`config.mk`:
```
export PLATFORM = sky130hd
export DESIGN_NAME = nvmwc_ctrl
export DESIGN_NICKNAME = d
export VERILOG_FILES = /design/src/design/nvmwc_pkg.sv /design/src/design/nvmwc_page_if.sv /design/src/design/nvmwc_ctrl.sv /design/src/design/nvmwc_page_buf.sv
export SDC_FILE = /design/constraint.sdc
export NUM_CORES = 1
export LEC_CHECK = 0
export BUFFER_PORTS_ARGS = -buffer_cell sky130_fd_sc_hd__buf_2
export CAP_MARGIN = 20
export CORE_MARGIN = 2
export CORE_UTILIZATION = 45
export CTS_CLUSTER_DIAMETER = 150
export CTS_CLUSTER_SIZE = 28
export DETAILED_ROUTE_END_ITERATION = 10
export MAX_ROUTING_LAYER = met4
export PLACE_DENSITY = 0.67
export SYNTH_ARGS = -nofsm -noshare
export SYNTH_HDL_FRONTEND = slang
export SYNTH_SLANG_ARGS = --single-unit
```
`constraint.sdc`:
```
create_clock -name clk_i -period 2.8 [get_ports clk_i]
set_input_delay 0.42 -clock clk_i [delete_from_list [all_inputs] [get_ports clk_i]]
set_output_delay 0.42 -clock clk_i [all_outputs]
set_load 0.01 [all_outputs]
```
`src/design/nvmwc_pkg.sv`:
```
package nvmwc_pkg;
    // ****************************************
    // register map
    // ****************************************
    localparam logic [23:0] FLASH_CTRL_ADDR     = 24'h224000;
    localparam logic [23:0] EEPROM_CONTROL_ADDR = 24'h224001;
    localparam logic [23:0] STATUS_PRIMARY_ADDR = 24'h224002;
    localparam logic [23:0] ERROR_DETAIL_ADDR   = 24'h224003;
    // ****************************************
    // array windows
    // ****************************************
    localparam logic [23:0] FLASH_LO_ADDR       = 24'h000000;
    localparam logic [23:0] FLASH_HI_ADDR       = 24'h01FFFF;
    localparam logic [23:0] EEPROM_LO_ADDR      = 24'h220000;
    localparam logic [23:0] EEPROM_HI_ADDR      = 24'h2203FF;
    // ****************************************
    // field positions
    // ****************************************
    localparam int ECR_LAUNCH_BIT   = 7;
    localparam int ECR_PAGE_BIT     = 6;
    localparam int ECR_ERASE_BIT    = 5;
    localparam int ECR_WAITPWR_BIT  = 2;
    localparam int ECR_IRQSEL_BIT   = 1;
    localparam int ECR_BUSY_BIT     = 0;
    localparam int ST0_FAULT_BIT    = 7;
    localparam int ST1_ERASE_BIT    = 7;
    localparam int ST1_PROG_BIT     = 6;
    localparam int ST1_SWAP_BIT     = 5;
    localparam logic [7:0] ECR_RESET    = 8'h00;
    localparam logic [7:0] STATUS_RESET = 8'h00;
    localparam logic [7:0] ERASED_BYTE  = 8'hFF;
    localparam int PAGE_BYTES           = 16;
    // ****************************************
    // timing
    // ****************************************
    localparam int CLK_MHZ          = 250;
    localparam int FLASH_WAKE_US    = 10;
    localparam int EEPROM_WAKE_MS   = 10;
    localparam int FLASH_WAKE_CYC   = FLASH_WAKE_US * CLK_MHZ;
    localparam int EEPROM_WAKE_CYC  = EEPROM_WAKE_MS * 1000 * CLK_MHZ;
    typedef enum logic [1:0] {NVMWC_PWR_RUN, NVMWC_PWR_WAIT, NVMWC_PWR_STANDBY,
                              NVMWC_PWR_DOWN} nvmwc_pwr_t;
endpackage

```
`src/design/nvmwc_page_if.sv`:
```
`timescale 1ns/1ps
`default_nettype none
// page latch port between sequencer and buffer
interface nvmwc_page_if;
    logic       wr;
    logic [3:0] idx;
    logic [7:0] data;
    logic       clr;
    logic [15:0] valid;
    logic [7:0] rd_data;
    logic [3:0] rd_idx;
    modport ctl (output wr, idx, data, clr, rd_idx, input valid, rd_data);
    modport buf_side (input wr, idx, data, clr, rd_idx, output valid, rd_data);
endinterface
`default_nettype wire

```
`src/design/nvmwc_ctrl.sv`:
```
`timescale 1ns/1ps
`default_nettype none
// ****************************************
// Function
// - flash busy sets on first latched address, or on launch for erase-all
// - flash busy: reads return FFh, writes ignored
// - flash busy clears at end or suspend, sets again on resume
// - flash busy held up to 10 us after power-up and power-down exit
// - eeprom launch bit starts work, cleared by hardware, software zero ignored
// - page update takes 1..16 bytes of one page, clears select at end
// - erase-all select plus launch erases both sectors, select cleared at end
// - wait instr: standby if select zero, power-down with recovery if one
// - low-power entry deferred until any write completes
// - irq source select picks external pin or end-of-write event
// - eeprom busy sets on first page address or erase launch, clears at end
// - eeprom busy: reads return FFh, page bytes still latched until launch, writes ignored after
// - eeprom busy held up to 10 ms after power-up and power-down exit
// - write fault sets on any failure, software clear also clears detail flags
// - sector flags show error, write in progress or suspended erase
// - erase fault sets on cell erase failure
// - program fault sets on cell program failure
// - flash programming a zero back to one sets swap/overwrite fault, except with flash_prot_prog_i
// - eeprom swap failure sets swap fault and skips old-sector erase
// - clearing select before launch cancels and drops latched data
// ****************************************
module nvmwc_ctrl #(
    parameter int FLASH_WAKE  = nvmwc_pkg::FLASH_WAKE_CYC,
    parameter int EEPROM_WAKE = nvmwc_pkg::EEPROM_WAKE_CYC
) (
    input  wire logic        clk_i,
    input  wire logic        rst_n_i,
    // processor memory port
    input  wire logic [23:0] addr_i,
    input  wire logic        rd_i,
    input  wire logic        wr_i,
    input  wire logic [7:0]  wdata_i,
    output logic      [7:0]  rdata_o,
    // array side
    input  wire logic [7:0]  flash_rdata_i,
    input  wire logic [7:0]  eeprom_rdata_i,
    output logic             flash_wr_o,
    output logic             eeprom_wr_o,
    output logic      [7:0]  page_data_o,
    output logic      [3:0]  page_idx_o,
    output logic             eeprom_erase_all_o,
    output logic             eeprom_start_o,
    // flash engine status
    input  wire logic        flash_addr_latched_i,
    input  wire logic        flash_erase_all_go_i,
    input  wire logic        flash_op_done_i,
    input  wire logic        erase_suspend_req_i,
    input  wire logic        erase_resume_i,
    input  wire logic        flash_overwrite_i,
    input  wire logic        flash_prot_prog_i,
    // eeprom engine status
    input  wire logic        eeprom_op_done_i,
    input  wire logic        swap_fail_i,
    // cell results, shared
    input  wire logic        erase_fail_i,
    input  wire logic        program_fail_i,
    input  wire logic [6:0]  sector_hit_i,
    // power and interrupts
    input  wire logic        wait_for_irq_instr_i,
    input  wire logic        halt_stop_i,
    input  wire logic        wake_i,
    input  wire logic        ext_irq_pin_i,
    output logic             shared_irq_channel_o,
    output logic             flash_standby_o,
    output logic             flash_powerdown_o,
    output logic             skip_old_erase_o,
    output logic             flash_op_active_o,
    output logic             eeprom_op_active_o
);
    // ****************************************
    // state
    // ****************************************
    logic [7:0]  ecr_reg;
    logic        flash_busy_reg;
    logic        eeprom_busy_reg;
    logic        ee_run_reg;
    logic        fault_reg;
    logic [6:0]  sector_reg;
    logic [2:0]  detail_reg;
    logic [31:0] fwake_reg;
    logic [31:0] ewake_reg;
    logic        skip_reg;
    logic [1:0]  pin_sync_reg;
    logic        halt_reg;
    logic [7:0]  rdata_reg;
    nvmwc_pkg::nvmwc_pwr_t pwr_reg;

    nvmwc_page_if pg ();

    nvmwc_page_buf #(.DEPTH(nvmwc_pkg::PAGE_BYTES)) u_buf (
        .clk_i   (clk_i),
        .rst_n_i (rst_n_i),
        .pg      (pg.buf_side)
    );

    // ****************************************
    // decode
    // ****************************************
    logic in_flash;
    logic in_eeprom;
    logic ecr_wr;
    logic st0_wr;
    logic ee_wr;
    logic fault_clr;
    logic ee_cancel;
    logic ee_done;
    logic f_wake_busy;
    logic e_wake_busy;
    logic any_write;

    assign in_flash  = addr_i <= nvmwc_pkg::FLASH_HI_ADDR;
    assign in_eeprom = addr_i >= nvmwc_pkg::EEPROM_LO_ADDR && addr_i <= nvmwc_pkg::EEPROM_HI_ADDR;
    assign ecr_wr    = wr_i && addr_i == nvmwc_pkg::EEPROM_CONTROL_ADDR;
    assign st0_wr    = wr_i && addr_i == nvmwc_pkg::STATUS_PRIMARY_ADDR;
    // latch phase keeps taking bytes; only a running operation or wake-up refuses them
    assign ee_wr     = wr_i && in_eeprom && !ee_run_reg && !e_wake_busy &&
                       ecr_reg[nvmwc_pkg::ECR_PAGE_BIT];
    assign fault_clr = st0_wr && !wdata_i[nvmwc_pkg::ST0_FAULT_BIT];
    assign ee_done   = ee_run_reg && eeprom_op_done_i;
    assign f_wake_busy = fwake_reg != 32'h00000000;
    assign e_wake_busy = ewake_reg != 32'h00000000;
    assign any_write = flash_busy_reg || ee_run_reg;

    assign pg.wr     = ee_wr;
    assign pg.idx    = addr_i[3:0];
    assign pg.data   = wdata_i;
    assign pg.rd_idx = addr_i[3:0];
    // dropping latched bytes when select falls before launch
    assign ee_cancel = ecr_wr && !wdata_i[nvmwc_pkg::ECR_PAGE_BIT] && !ee_run_reg;
    assign pg.clr    = ee_cancel || ee_done;

    // ****************************************
    // control register
    // ****************************************
    always_ff @(posedge clk_i) begin
        if (!rst_n_i) begin
            ecr_reg    <= nvmwc_pkg::ECR_RESET;
            ee_run_reg <= 1'b0;
        end else begin
            if (ecr_wr) begin
                ecr_reg[nvmwc_pkg::ECR_WAITPWR_BIT] <= wdata_i[nvmwc_pkg::ECR_WAITPWR_BIT];
                ecr_reg[nvmwc_pkg::ECR_IRQSEL_BIT]  <= wdata_i[nvmwc_pkg::ECR_IRQSEL_BIT];
                if (!ee_run_reg) begin
                    ecr_reg[nvmwc_pkg::ECR_PAGE_BIT]  <= wdata_i[nvmwc_pkg::ECR_PAGE_BIT];
                    ecr_reg[nvmwc_pkg::ECR_ERASE_BIT] <= wdata_i[nvmwc_pkg::ECR_ERASE_BIT];
                end
                // zero writes never abort a running operation
                if (wdata_i[nvmwc_pkg::ECR_LAUNCH_BIT] && !ee_run_reg && !flash_busy_reg) begin
                    ecr_reg[nvmwc_pkg::ECR_LAUNCH_BIT] <= 1'b1;
                    ee_run_reg <= 1'b1;
                end
            end
            if (ee_done) begin
                ecr_reg[nvmwc_pkg::ECR_LAUNCH_BIT] <= 1'b0;
                ecr_reg[nvmwc_pkg::ECR_PAGE_BIT]   <= 1'b0;
                ecr_reg[nvmwc_pkg::ECR_ERASE_BIT]  <= 1'b0;
                ee_run_reg <= 1'b0;
            end
        end
    end

    // ****************************************
    // busy flags and wake timers
    // ****************************************
    always_ff @(posedge clk_i) begin
        if (!rst_n_i) begin
            flash_busy_reg <= 1'b0;
        end else if (flash_addr_latched_i || flash_erase_all_go_i || erase_resume_i) begin
            flash_busy_reg <= 1'b1;
        end else if (flash_op_done_i || erase_suspend_req_i) begin
            flash_busy_reg <= 1'b0;
        end
    end

    always_ff @(posedge clk_i) begin
        if (!rst_n_i) begin
            eeprom_busy_reg <= 1'b0;
        end else if ((ee_wr && pg.valid == 16'h0000) ||
                     (ecr_wr && wdata_i[nvmwc_pkg::ECR_LAUNCH_BIT] &&
                      ecr_reg[nvmwc_pkg::ECR_ERASE_BIT] && !ee_run_reg && !flash_busy_reg)) begin
            eeprom_busy_reg <= 1'b1;
        end else if (ee_done || ee_cancel) begin
            eeprom_busy_reg <= 1'b0;
        end
    end

    // counters reload at power-up and at each power-down exit
    always_ff @(posedge clk_i) begin
        if (!rst_n_i) begin
            fwake_reg <= FLASH_WAKE;
            ewake_reg <= EEPROM_WAKE;
        end else if (pwr_reg == nvmwc_pkg::NVMWC_PWR_DOWN && wake_i) begin
            fwake_reg <= FLASH_WAKE;
            ewake_reg <= EEPROM_WAKE;
        end else begin
            if (f_wake_busy) fwake_reg <= fwake_reg - 32'h00000001;
            if (e_wake_busy) ewake_reg <= ewake_reg - 32'h00000001;
        end
    end

    // ****************************************
    // low power
    // ****************************************
    always_ff @(posedge clk_i) begin
        if (!rst_n_i) begin
            pwr_reg  <= nvmwc_pkg::NVMWC_PWR_RUN;
            halt_reg <= 1'b0;
        end else begin
            case (pwr_reg)
                nvmwc_pkg::NVMWC_PWR_RUN: begin
                    if (wait_for_irq_instr_i || halt_stop_i) begin
                        pwr_reg  <= nvmwc_pkg::NVMWC_PWR_WAIT;
                        // halt is a pulse, remembered across the deferral
                        halt_reg <= halt_stop_i;
                    end
                end
                nvmwc_pkg::NVMWC_PWR_WAIT: begin
                    if (wake_i) begin
                        pwr_reg <= nvmwc_pkg::NVMWC_PWR_RUN;
                    end else if (!any_write) begin
                        pwr_reg <= (ecr_reg[nvmwc_pkg::ECR_WAITPWR_BIT] || halt_reg) ?
                                   nvmwc_pkg::NVMWC_PWR_DOWN : nvmwc_pkg::NVMWC_PWR_STANDBY;
                    end
                end
                nvmwc_pkg::NVMWC_PWR_STANDBY,
                nvmwc_pkg::NVMWC_PWR_DOWN: begin
                    if (wake_i) pwr_reg <= nvmwc_pkg::NVMWC_PWR_RUN;
                end
                default: pwr_reg <= nvmwc_pkg::NVMWC_PWR_RUN;
            endcase
        end
    end

    // ****************************************
    // status registers
    // ****************************************
    always_ff @(posedge clk_i) begin
        if (!rst_n_i) begin
            fault_reg  <= 1'b0;
            detail_reg <= 3'h0;
            sector_reg <= 7'h00;
        end else begin
            // set beats a same-cycle software clear
            fault_reg <= (fault_reg && !fault_clr) || erase_fail_i || program_fail_i ||
                         swap_fail_i || flash_overwrite_i;
            detail_reg[2] <= (detail_reg[2] && !fault_clr) || erase_fail_i;
            detail_reg[1] <= (detail_reg[1] && !fault_clr) || program_fail_i;
            detail_reg[0] <= (detail_reg[0] && !fault_clr) || swap_fail_i ||
                             (flash_overwrite_i && !flash_prot_prog_i);
            // sector bits only move by hardware; bus writes are dropped
            if (sector_hit_i != 7'h00) sector_reg <= sector_hit_i;
        end
    end

    always_ff @(posedge clk_i) begin
        if (!rst_n_i || ee_done) begin
            skip_reg <= 1'b0;
        end else if (swap_fail_i && ee_run_reg) begin
            skip_reg <= 1'b1;
        end
    end

    // ****************************************
    // read mux and pin sync
    // ****************************************
    logic fl_block;
    logic ee_block;
    assign fl_block = flash_busy_reg || f_wake_busy;
    assign ee_block = eeprom_busy_reg || e_wake_busy;

    always_ff @(posedge clk_i) begin
        if (!rst_n_i) begin
            rdata_reg <= 8'h00;
        end else if (rd_i) begin
            if (in_flash)
                rdata_reg <= fl_block ? nvmwc_pkg::ERASED_BYTE : flash_rdata_i;
            else if (in_eeprom)
                rdata_reg <= ee_block ? nvmwc_pkg::ERASED_BYTE : eeprom_rdata_i;
            else if (addr_i == nvmwc_pkg::EEPROM_CONTROL_ADDR)
                rdata_reg <= {ecr_reg[7:1], ee_block};
            else if (addr_i == nvmwc_pkg::STATUS_PRIMARY_ADDR)
                rdata_reg <= {fault_reg, sector_reg};
            else if (addr_i == nvmwc_pkg::ERROR_DETAIL_ADDR)
                rdata_reg <= {detail_reg, 5'h00};
            else
                rdata_reg <= 8'h00;
        end
    end

    always_ff @(posedge clk_i) begin
        if (!rst_n_i) pin_sync_reg <= 2'h0;
        else pin_sync_reg <= {pin_sync_reg[0], ext_irq_pin_i};
    end

    assign rdata_o              = rdata_reg;
    assign flash_wr_o           = wr_i && in_flash && !fl_block;
    assign eeprom_wr_o          = ee_wr;
    assign page_data_o          = pg.rd_data;
    assign page_idx_o           = addr_i[3:0];
    assign eeprom_erase_all_o   = ecr_reg[nvmwc_pkg::ECR_ERASE_BIT];
    assign eeprom_start_o       = ee_run_reg;
    assign shared_irq_channel_o = ecr_reg[nvmwc_pkg::ECR_IRQSEL_BIT] ?
                                  (ee_done || flash_op_done_i) : pin_sync_reg[1];
    assign flash_standby_o      = pwr_reg == nvmwc_pkg::NVMWC_PWR_STANDBY;
    assign flash_powerdown_o    = pwr_reg == nvmwc_pkg::NVMWC_PWR_DOWN;
    assign skip_old_erase_o     = skip_reg;
    assign flash_op_active_o    = fl_block;
    assign eeprom_op_active_o   = ee_block;

    // ****************************************
    // checks
    // ****************************************
    property p_flash_rd_ff;
        @(posedge clk_i) disable iff (!rst_n_i)
        rd_i && in_flash && fl_block |=> rdata_o == 8'hFF;
    endproperty
    a_flash_rd_ff: assert property (p_flash_rd_ff) else $error("flash read not FF");

    property p_ee_rd_ff;
        @(posedge clk_i) disable iff (!rst_n_i)
        rd_i && in_eeprom && ee_block |=> rdata_o == 8'hFF;
    endproperty
    a_ee_rd_ff: assert property (p_ee_rd_ff) else $error("eeprom read not FF");

    property p_done_clears;
        @(posedge clk_i) disable iff (!rst_n_i)
        ee_done |=> !ecr_reg[7] && !ecr_reg[6] && !ecr_reg[5];
    endproperty
    a_done_clears: assert property (p_done_clears) else $error("select not cleared");

    property p_fault_clr;
        @(posedge clk_i) disable iff (!rst_n_i)
        fault_clr && !erase_fail_i && !program_fail_i && !swap_fail_i && !flash_overwrite_i
        |=> fault_reg == 1'b0 && detail_reg == 3'h0;
    endproperty
    a_fault_clr: assert property (p_fault_clr) else $error("fault clear missed");

    property p_erase_set;
        @(posedge clk_i) disable iff (!rst_n_i)
        erase_fail_i |=> detail_reg[2] && fault_reg;
    endproperty
    a_erase_set: assert property (p_erase_set) else $error("erase fault lost");

    property p_prog_set;
        @(posedge clk_i) disable iff (!rst_n_i)
        program_fail_i |=> detail_reg[1];
    endproperty
    a_prog_set: assert property (p_prog_set) else $error("program fault lost");

    property p_defer;
        @(posedge clk_i) disable iff (!rst_n_i)
        pwr_reg == nvmwc_pkg::NVMWC_PWR_WAIT && any_write && !wake_i
        |=> pwr_reg == nvmwc_pkg::NVMWC_PWR_WAIT;
    endproperty
    a_defer: assert property (p_defer) else $error("low power entered early");

    property p_irq_sel;
        @(posedge clk_i) disable iff (!rst_n_i)
        !ecr_reg[1] |-> shared_irq_channel_o == $past(ext_irq_pin_i, 2);
    endproperty
    a_irq_sel: assert property (p_irq_sel) else $error("irq source wrong");

    property p_suspend;
        @(posedge clk_i) disable iff (!rst_n_i)
        erase_suspend_req_i && !flash_addr_latched_i && !flash_erase_all_go_i && !erase_resume_i
        |=> !flash_busy_reg;
    endproperty
    a_suspend: assert property (p_suspend) else $error("suspend kept busy");

    c_ee_done: cover property (@(posedge clk_i) disable iff (!rst_n_i) ee_done);
    c_pdown: cover property (@(posedge clk_i) disable iff (!rst_n_i) flash_powerdown_o);
    c_fault: cover property (@(posedge clk_i) disable iff (!rst_n_i) fault_clr && fault_reg);
endmodule
`default_nettype wire

```
`src/design/nvmwc_page_buf.sv`:
```
`timescale 1ns/1ps
`default_nettype none
// 16 byte page latch, registered read
module nvmwc_page_buf #(
    parameter int DEPTH = 16
) (
    input  wire logic     clk_i,
    input  wire logic     rst_n_i,
    nvmwc_page_if.buf_side pg
);
    logic [7:0]       mem_reg [DEPTH];
    logic [DEPTH-1:0] valid_reg;
    logic [7:0]       rd_reg;

    genvar g;
    generate
        for (g = 0; g < DEPTH; g++) begin : g_ent
            always_ff @(posedge clk_i) begin
                if (!rst_n_i || pg.clr) begin
                    valid_reg[g] <= 1'b0;
                end else if (pg.wr && pg.idx == 4'(g)) begin
                    valid_reg[g] <= 1'b1;
                    mem_reg[g]   <= pg.data;
                end
            end
        end
    endgenerate

    always_ff @(posedge clk_i) begin
        if (!rst_n_i) begin
            rd_reg <= 8'h00;
        end else begin
            rd_reg <= mem_reg[pg.rd_idx];
        end
    end

    assign pg.valid   = valid_reg;
    assign pg.rd_data = rd_reg;
endmodule
`default_nettype wire

```
# Yosys cells after proc, flatten, opt, wreduce, memory -nomap -nowiden

Memories as Yosys holds them, arrays and structs flattened. A register that Yosys moved wholly into a read port is not among the register bits.
Index checks and enable logic that the tools add are counted.

Add/subtract/negate cells: 2
Multipliers: 0
Div/mod/pow operators: 0
Order comparisons: 3
Eq/ne operators: 24
Shift operators: 0
Multiplexer cells: 111
Bitwise operators: 2
Reductions and logical operators: 104

Operators by type and width:

| operator                                                                | count |
|---|---|
| 8-bit two-way mux                                                       | 22 |
| 8-bit OR reduction                                                      | 15 |
| 24-bit by 22-bit equality test with 1-bit output, second input constant | 3 |
| 1-bit two-way mux                                                       | 69 |
| 32-bit nonzero test                                                     | 2 |
| 32-bit by 1-bit subtractor with 32-bit output, second input constant    | 2 |
| 4-bit two-way mux                                                       | 15 |
| 1-bit logical AND                                                       | 43 |
| 4-bit equality test, second input constant                              | 8 |
| 24-bit by 22-bit >= comparator with 1-bit output, second input constant | 1 |
| 24-bit by 17-bit <= comparator with 1-bit output, second input constant | 1 |
| 24-bit by 22-bit <= comparator with 1-bit output, second input constant | 1 |
| 1-bit logical OR                                                        | 21 |
| 4-bit by 3-bit equality test with 1-bit output, second input constant   | 4 |
| 16-bit zero test                                                        | 1 |
| 1-bit zero test                                                         | 10 |
| 4-bit by 2-bit equality test with 1-bit output, second input constant   | 2 |
| 2-bit two-way mux                                                       | 4 |
| 7-bit nonzero test                                                      | 1 |
| 2-bit case mux with 3 select lines                                      | 1 |
| 2-bit AND reduction                                                     | 3 |
| 2-bit OR reduction                                                      | 3 |
| 2-bit equality test, second input constant                              | 2 |
| 4-bit by 1-bit equality test with 1-bit output, second input constant   | 1 |
| 8 further kinds                                                         | 11 |

Bits in registers: 112
Bits in latches: 0
Memory bits (writable): 128
ROM bits: 0
Input bits: 74
Output and inout port bits: 30
Word-level logic and storage cells: 278
Memories kept: 1

Memory list:

| name          | words | width | rd ports | clocked after memory_dff | write ports | RTL line             | source |
|---|---|---|---|---|---|---|---|
| u_buf.mem_reg | 16    | 8     | 1        | 1                        | 1           | nvmwc_page_buf.sv:11 | `logic [7:0] mem_reg [DEPTH];` |

# Logic depth before layout (Yosys ltp)

Word-level depth: 26
Mapped depth: 9
Depth with buffers taken out: 8

# Cells and area by module

Synthesis repeated with hierarchy kept, for this count alone.

Cells, all modules: 865
Area, all modules: 10,363.7 um^2

Modules (own cells, without submodules):

| module         | times used | cells each | area an instance (um^2) | seq. area each (um^2) |
|---|---|---|---|---|
| nvmwc_page_buf | 1          | 297        | 5,676.7                 | 4,324.1 |
| nvmwc_ctrl     | 1          | 568        | 4,687.0                 | 1,921.8 |

# Worst setup path before layout

OpenSTA, ideal clock, no wires.

Path type: register to register
Start point: register ewake_reg[26]
End point: memory u_buf.mem_reg[2][0] (enable)
Setup time: 0.383 ns
Data arrival time: 2.649 ns
Required time: 2.417 ns
Slack: -0.233 ns
Stages on the path, launching flop included: 8
Path buffers: 1
Period minus slack after synthesis: 3.033 ns
Cells stage by stage: dfxtp_1 > or4_4 > nor4_4 > nand4_1 > nor3_1 > buf_2 > nand3_1 > nor3_1

Longest elaborated chain between the ends: 24
Elaborated cells between the ends (all ways): 113
Those cells by class: 78 x mux; 35 x reduce/logical

RTL lines:

| item                                                                            | RTL line             | source |
|---|---|---|
| from (decl)                                                                     | nvmwc_ctrl.sv:85     | `logic [31:0] ewake_reg;` |
| from (signal assigned)                                                          | nvmwc_ctrl.sv:201    | `if (e_wake_busy) ewake_reg <= ewake_reg - 32'h00000001;` |
| 32-bit nonzero test (*)                                                         | nvmwc_ctrl.sv:125    | `assign e_wake_busy = ewake_reg != 32'h00000000;` |
| 1-bit zero test (*)                                                             | nvmwc_ctrl.sv:120    | `assign ee_wr = wr_i && in_eeprom && !ee_run_reg && !e_wake_busy &&` |
| 1-bit logical AND (*) (2 in series)                                             | nvmwc_ctrl.sv:120    |  |
| 1-bit logical AND                                                               | nvmwc_page_buf.sv:21 | `end else if (pg.wr && pg.idx == 4'(g)) begin` |
| 1-bit two-way mux                                                               | nvmwc_page_buf.sv:21 |  |
| 1-bit two-way mux                                                               | nvmwc_page_buf.sv:19 | `if (!rst_n_i \|\| pg.clr) begin` |
| 1-bit two-way mux (not written as such)                                         | nvmwc_page_buf.sv:23 | `mem_reg[g] <= pg.data;` |
| 8-bit OR reduction (no line)                                                    | --                   |  |
| 4-bit two-way mux (no line) or 1-bit two-way mux (tied branches) (15 in series) | --                   |  |
| to (decl)                                                                       | nvmwc_page_buf.sv:11 |  |

Every way passes the cells marked *; elsewhere a longest branch is shown, timed or not.

# Worst setup path after layout

Start point: register fwake_reg[9]
End point: output port flash_wr_o

Longest elaborated chain between the ends: 4

RTL lines:

| item                   | RTL line          | source |
|---|---|---|
| from (decl)            | nvmwc_ctrl.sv:84  | `logic [31:0] fwake_reg;` |
| from (signal assigned) | nvmwc_ctrl.sv:200 | `if (f_wake_busy) fwake_reg <= fwake_reg - 32'h00000001;` |
| 32-bit nonzero test    | nvmwc_ctrl.sv:124 | `assign f_wake_busy = fwake_reg != 32'h00000000;` |
| 1-bit logical OR       | nvmwc_ctrl.sv:272 | `assign fl_block = flash_busy_reg \|\| f_wake_busy;` |
| 1-bit zero test        | nvmwc_ctrl.sv:300 | `assign flash_wr_o = wr_i && in_flash && !fl_block;` |
| 1-bit logical AND      | nvmwc_ctrl.sv:300 |  |
| to (decl)              | nvmwc_ctrl.sv:41  | `output logic flash_wr_o,` |

No other way between the ends.

==> results.sh <==
export IMPL_grt_pass1_wl_mm=36.8
export IMPL_nNetsFinal=1094
export IMPL_seq_area_frac_synth_pct=60.4
export IMPL_synth_nets=923
export IMPL_crit_fanout=2
export IMPL_yosysTopAreaCell="edfxtp_1"
export IMPL_async_flop_share_pct=0
export IMPL_synth_cell_type_count=60
export IMPL_netlist_area_um2=10300
export IMPL_outcome="complete, but fails checks"
export IMPL_critPathKind="flip-flop to output pin"
export IMPL_yosys_area_share_xor_xnor_pct=3.98
export IMPL_drt_iter0_drc=402
export IMPL_grt_use_met3_pct=2.31
export IMPL_grt_use_total_pct=19.6
export IMPL_final_antenna_net_count=0
export IMPL_ys_ff_latch=248
export IMPL_dieArea_um2=24200
export IMPL_setup_violations_final=2
export IMPL_ys_flop_type="edfxtp_1"
export IMPL_syn_inst=847
export IMPL_violations="setup timing"
export IMPL_yosysMostFrequentCell="edfxtp_1"
export IMPL_cts_num_sinks=248
export IMPL_cts_max_level=1
export IMPL_rows=55
export IMPL_insertion_delay_ns=0.48
export IMPL_placedInstanceArea_um2=11700
export IMPL_synthTopCellsByCount="edfxtp_1, dfxtp_1, nor2_1"
export IMPL_vdd_drop_max_mv=0.372
export IMPL_largest_register_ffs=128
export IMPL_drive_gt1_share_pct=29.2
export IMPL_start_util_pct=45.8
export IMPL_grt_max_degree=38
export IMPL_postCtsHoldBufs=0
export IMPL_muxShareOfSynthArea_pct=8.93
export IMPL_synth_compound_area_share_pct=6.74
export IMPL_cellPowerDensity_nw_per_um2=527
export IMPL_crit_arrival_ns=2.62
export IMPL_cts_buffers=12
export IMPL_finalCritPeriodShare_pct=109
export IMPL_post_dp_hpwl_mm=16.9
export IMPL_wire_per_inst_um=18.1
export IMPL_design_power_total_mw=6.46
export IMPL_place_congestion=0.837
export IMPL_yosys_area_share_adder_pct=0.242
export IMPL_syn2layout_area_growth_pct=18.7
export IMPL_grt_overflow=0
export IMPL_cpMostUsedCell="or4_4"
export IMPL_end_kind="output pin"
export IMPL_worst_pin_slew_ns=0.676
export IMPL_synth_top_area_share_pct=37.2
export IMPL_start_kind="flip-flop"
export IMPL_finClkSkew_ns=0.0195
export IMPL_cts_tree="built"
export IMPL_yosys_top_cells_area="edfxtp_1, dfxtp_1, mux4_2"
export IMPL_clock_path_buffers=3
export IMPL_postLayoutCellArea_um2=12300
export IMPL_crit_chain="or4_4, nor4_4, nand4_1, or4_4, nor2_2, buf_2"
export IMPL_grtUsageMet1_pct=27.1
export IMPL_rsz0062_at_grt="yes"
export IMPL_hold_class="primary input to flip-flop"
export IMPL_globalRouteMet2Util_pct=32.1
export IMPL_ioPinCount=104
export IMPL_max_stage_delay_ns=0.55
export IMPL_path_clk_slew_ns=0.11
export IMPL_n_antenna_cell=0
export IMPL_grt_busiest_layer="met2"
export IMPL_synth_edf_count=128
export IMPL_finalCriticalPeriod_ns=3.04
export IMPL_hold_violations=0
export IMPL_synth_top_family_by_area="simple AND/OR/NAND/NOR gates"
export IMPL_avgViaCountPerCell=5.56
export IMPL_core_area_um2=22600
export IMPL_die_h_um=156
export IMPL_drc=0
export IMPL_slew_headroom_pct=54.4
export IMPL_dieWidth_um=156
export IMPL_root_buffer="clkbuf_16"
export IMPL_critPathRequiredTime_ns=2.38
export IMPL_clock_fmax_mhz=329
export IMPL_drt_total_wl_mm=23.6
export IMPL_rrSetupSlack_ns=0.14
export IMPL_cp_slowest_cell="or4_4"
export IMPL_vias=7266
export IMPL_first_pass_iters=4
export IMPL_antenna_found_initial=0
export IMPL_max_cap_violations=0
export IMPL_p_leak_nw=4.39
export IMPL_timing_final_ws_setup_ns=-0.241
export IMPL_synth_warnings=0
export IMPL_grt_pass1_vias=6789
export IMPL_maxSlewViolCount=0
export IMPL_synth_area_per_cell_um2=12.2
export IMPL_synthSimpleGateAreaFrac_pct=17.5
export IMPL_port_buffers=103
==> logic make-up (layout without fill, tap and decap cells) <==
group | Yosys count | count (layout)
buf+inv | 52 | 228
xor+xnor | 47 | 47
fa+ha+maj | 2 | 2
flops | 248 | 248
compound gates | 112 | 112
simple gates | 344 | 344
mux | 42 | 42
==> through the flow <==
step	setup WS (ns)	utilization, %	setup TNS [ns]	std cells	hold WS [ns]
6_report	-0.241	54.4	-0.327	1308	0.146
5_1_grt	-0.330	54.4	-0.621	1308	0.142
4_1_cts	-0.320	54.0	-0.554	1307	0.126
3_5_place_dp	-0.308	51.8	-12.47	1282	0.425
3_3_place_gp	-0.233	51.8	-5.89	1282	0.420
2_1_floorplan	-0.233	-	-4.73	847	0.412
==> layer usage <==
layer,vias up,share of wire [%],routed length [um]
li1,3511,-,-
met1,3551,45,10700
met2,182,49,11600
met3,22,4.5,1050
met4,0,1.2,292
met5,-,0,0
==> cells in the final DEF, fill, tap and decap left out, drive strengths merged, types with 3 or more instances in the layout <==
cell type  count
dfxtp        120
xor2          21
o21ai         22
o211ai         4
or3           19
and2          15
a2bb2oi        5
nor4b          3
nor2         119
nor4          30
inv           11
nand4         11
buf          198
a21oi         36
nor2b          5
mux4          40
a22oi          4
nand4b         4
nor3          31
and3           6
a31oi         17
nand3         22
a211oi         3
nand2b         5
clkbuf        18
or2            4
edfxtp       128
or4           13
xnor2         26
nand2         47
a221oi         3
o41ai          3
==> final cells by class <==
class                      instances  area [um2]
clock inverter                     1        30.0
fill                            1949       10300
sequential                       248        6250
timing repair buffer             198        1260
multi-input combinational        547        3980
tap                              285         357
clock buffer                      18         344
inverter                          11        41.3
==> final timing paths <==
check                        end  depth (start not counted)             from
max                   flash_wr_o                          6     fwake_reg[9]
min              pin_sync_reg[0]                          2    ext_irq_pin_i
max reg2reg  u_buf.mem_reg[9][2]                         10    ewake_reg[29]
min reg2reg      pin_sync_reg[1]                          1  pin_sync_reg[0]
==> what timing repair did <==
item / CTS / global route
pin swaps: 9 / 4
resized for setup: 27 / 16
setup endpoints to repair: 112 / 125
buffers inserted: 6 / 1
endpoints found under the hold margin: 0 / 0
gates cloned: 0 / 0
==> critical path, delay by kind of cell, from the launching register on <==
family / cells / cell delay, ns
flip-flops: 1 / 0.34
buffers and inverters: 1 / 0.14
AND/OR/NAND/NOR: 5 / 1.66
==> report_power, final <==
group	total [mW]	switching [mW]	internal (mW)
combinational	0.516	0.282	0.234
sequential	3.90	0.0388	3.86
clock	2.04	1.09	0.959
total	6.46	1.41	5.06
(Power assumes the default switching activity.)
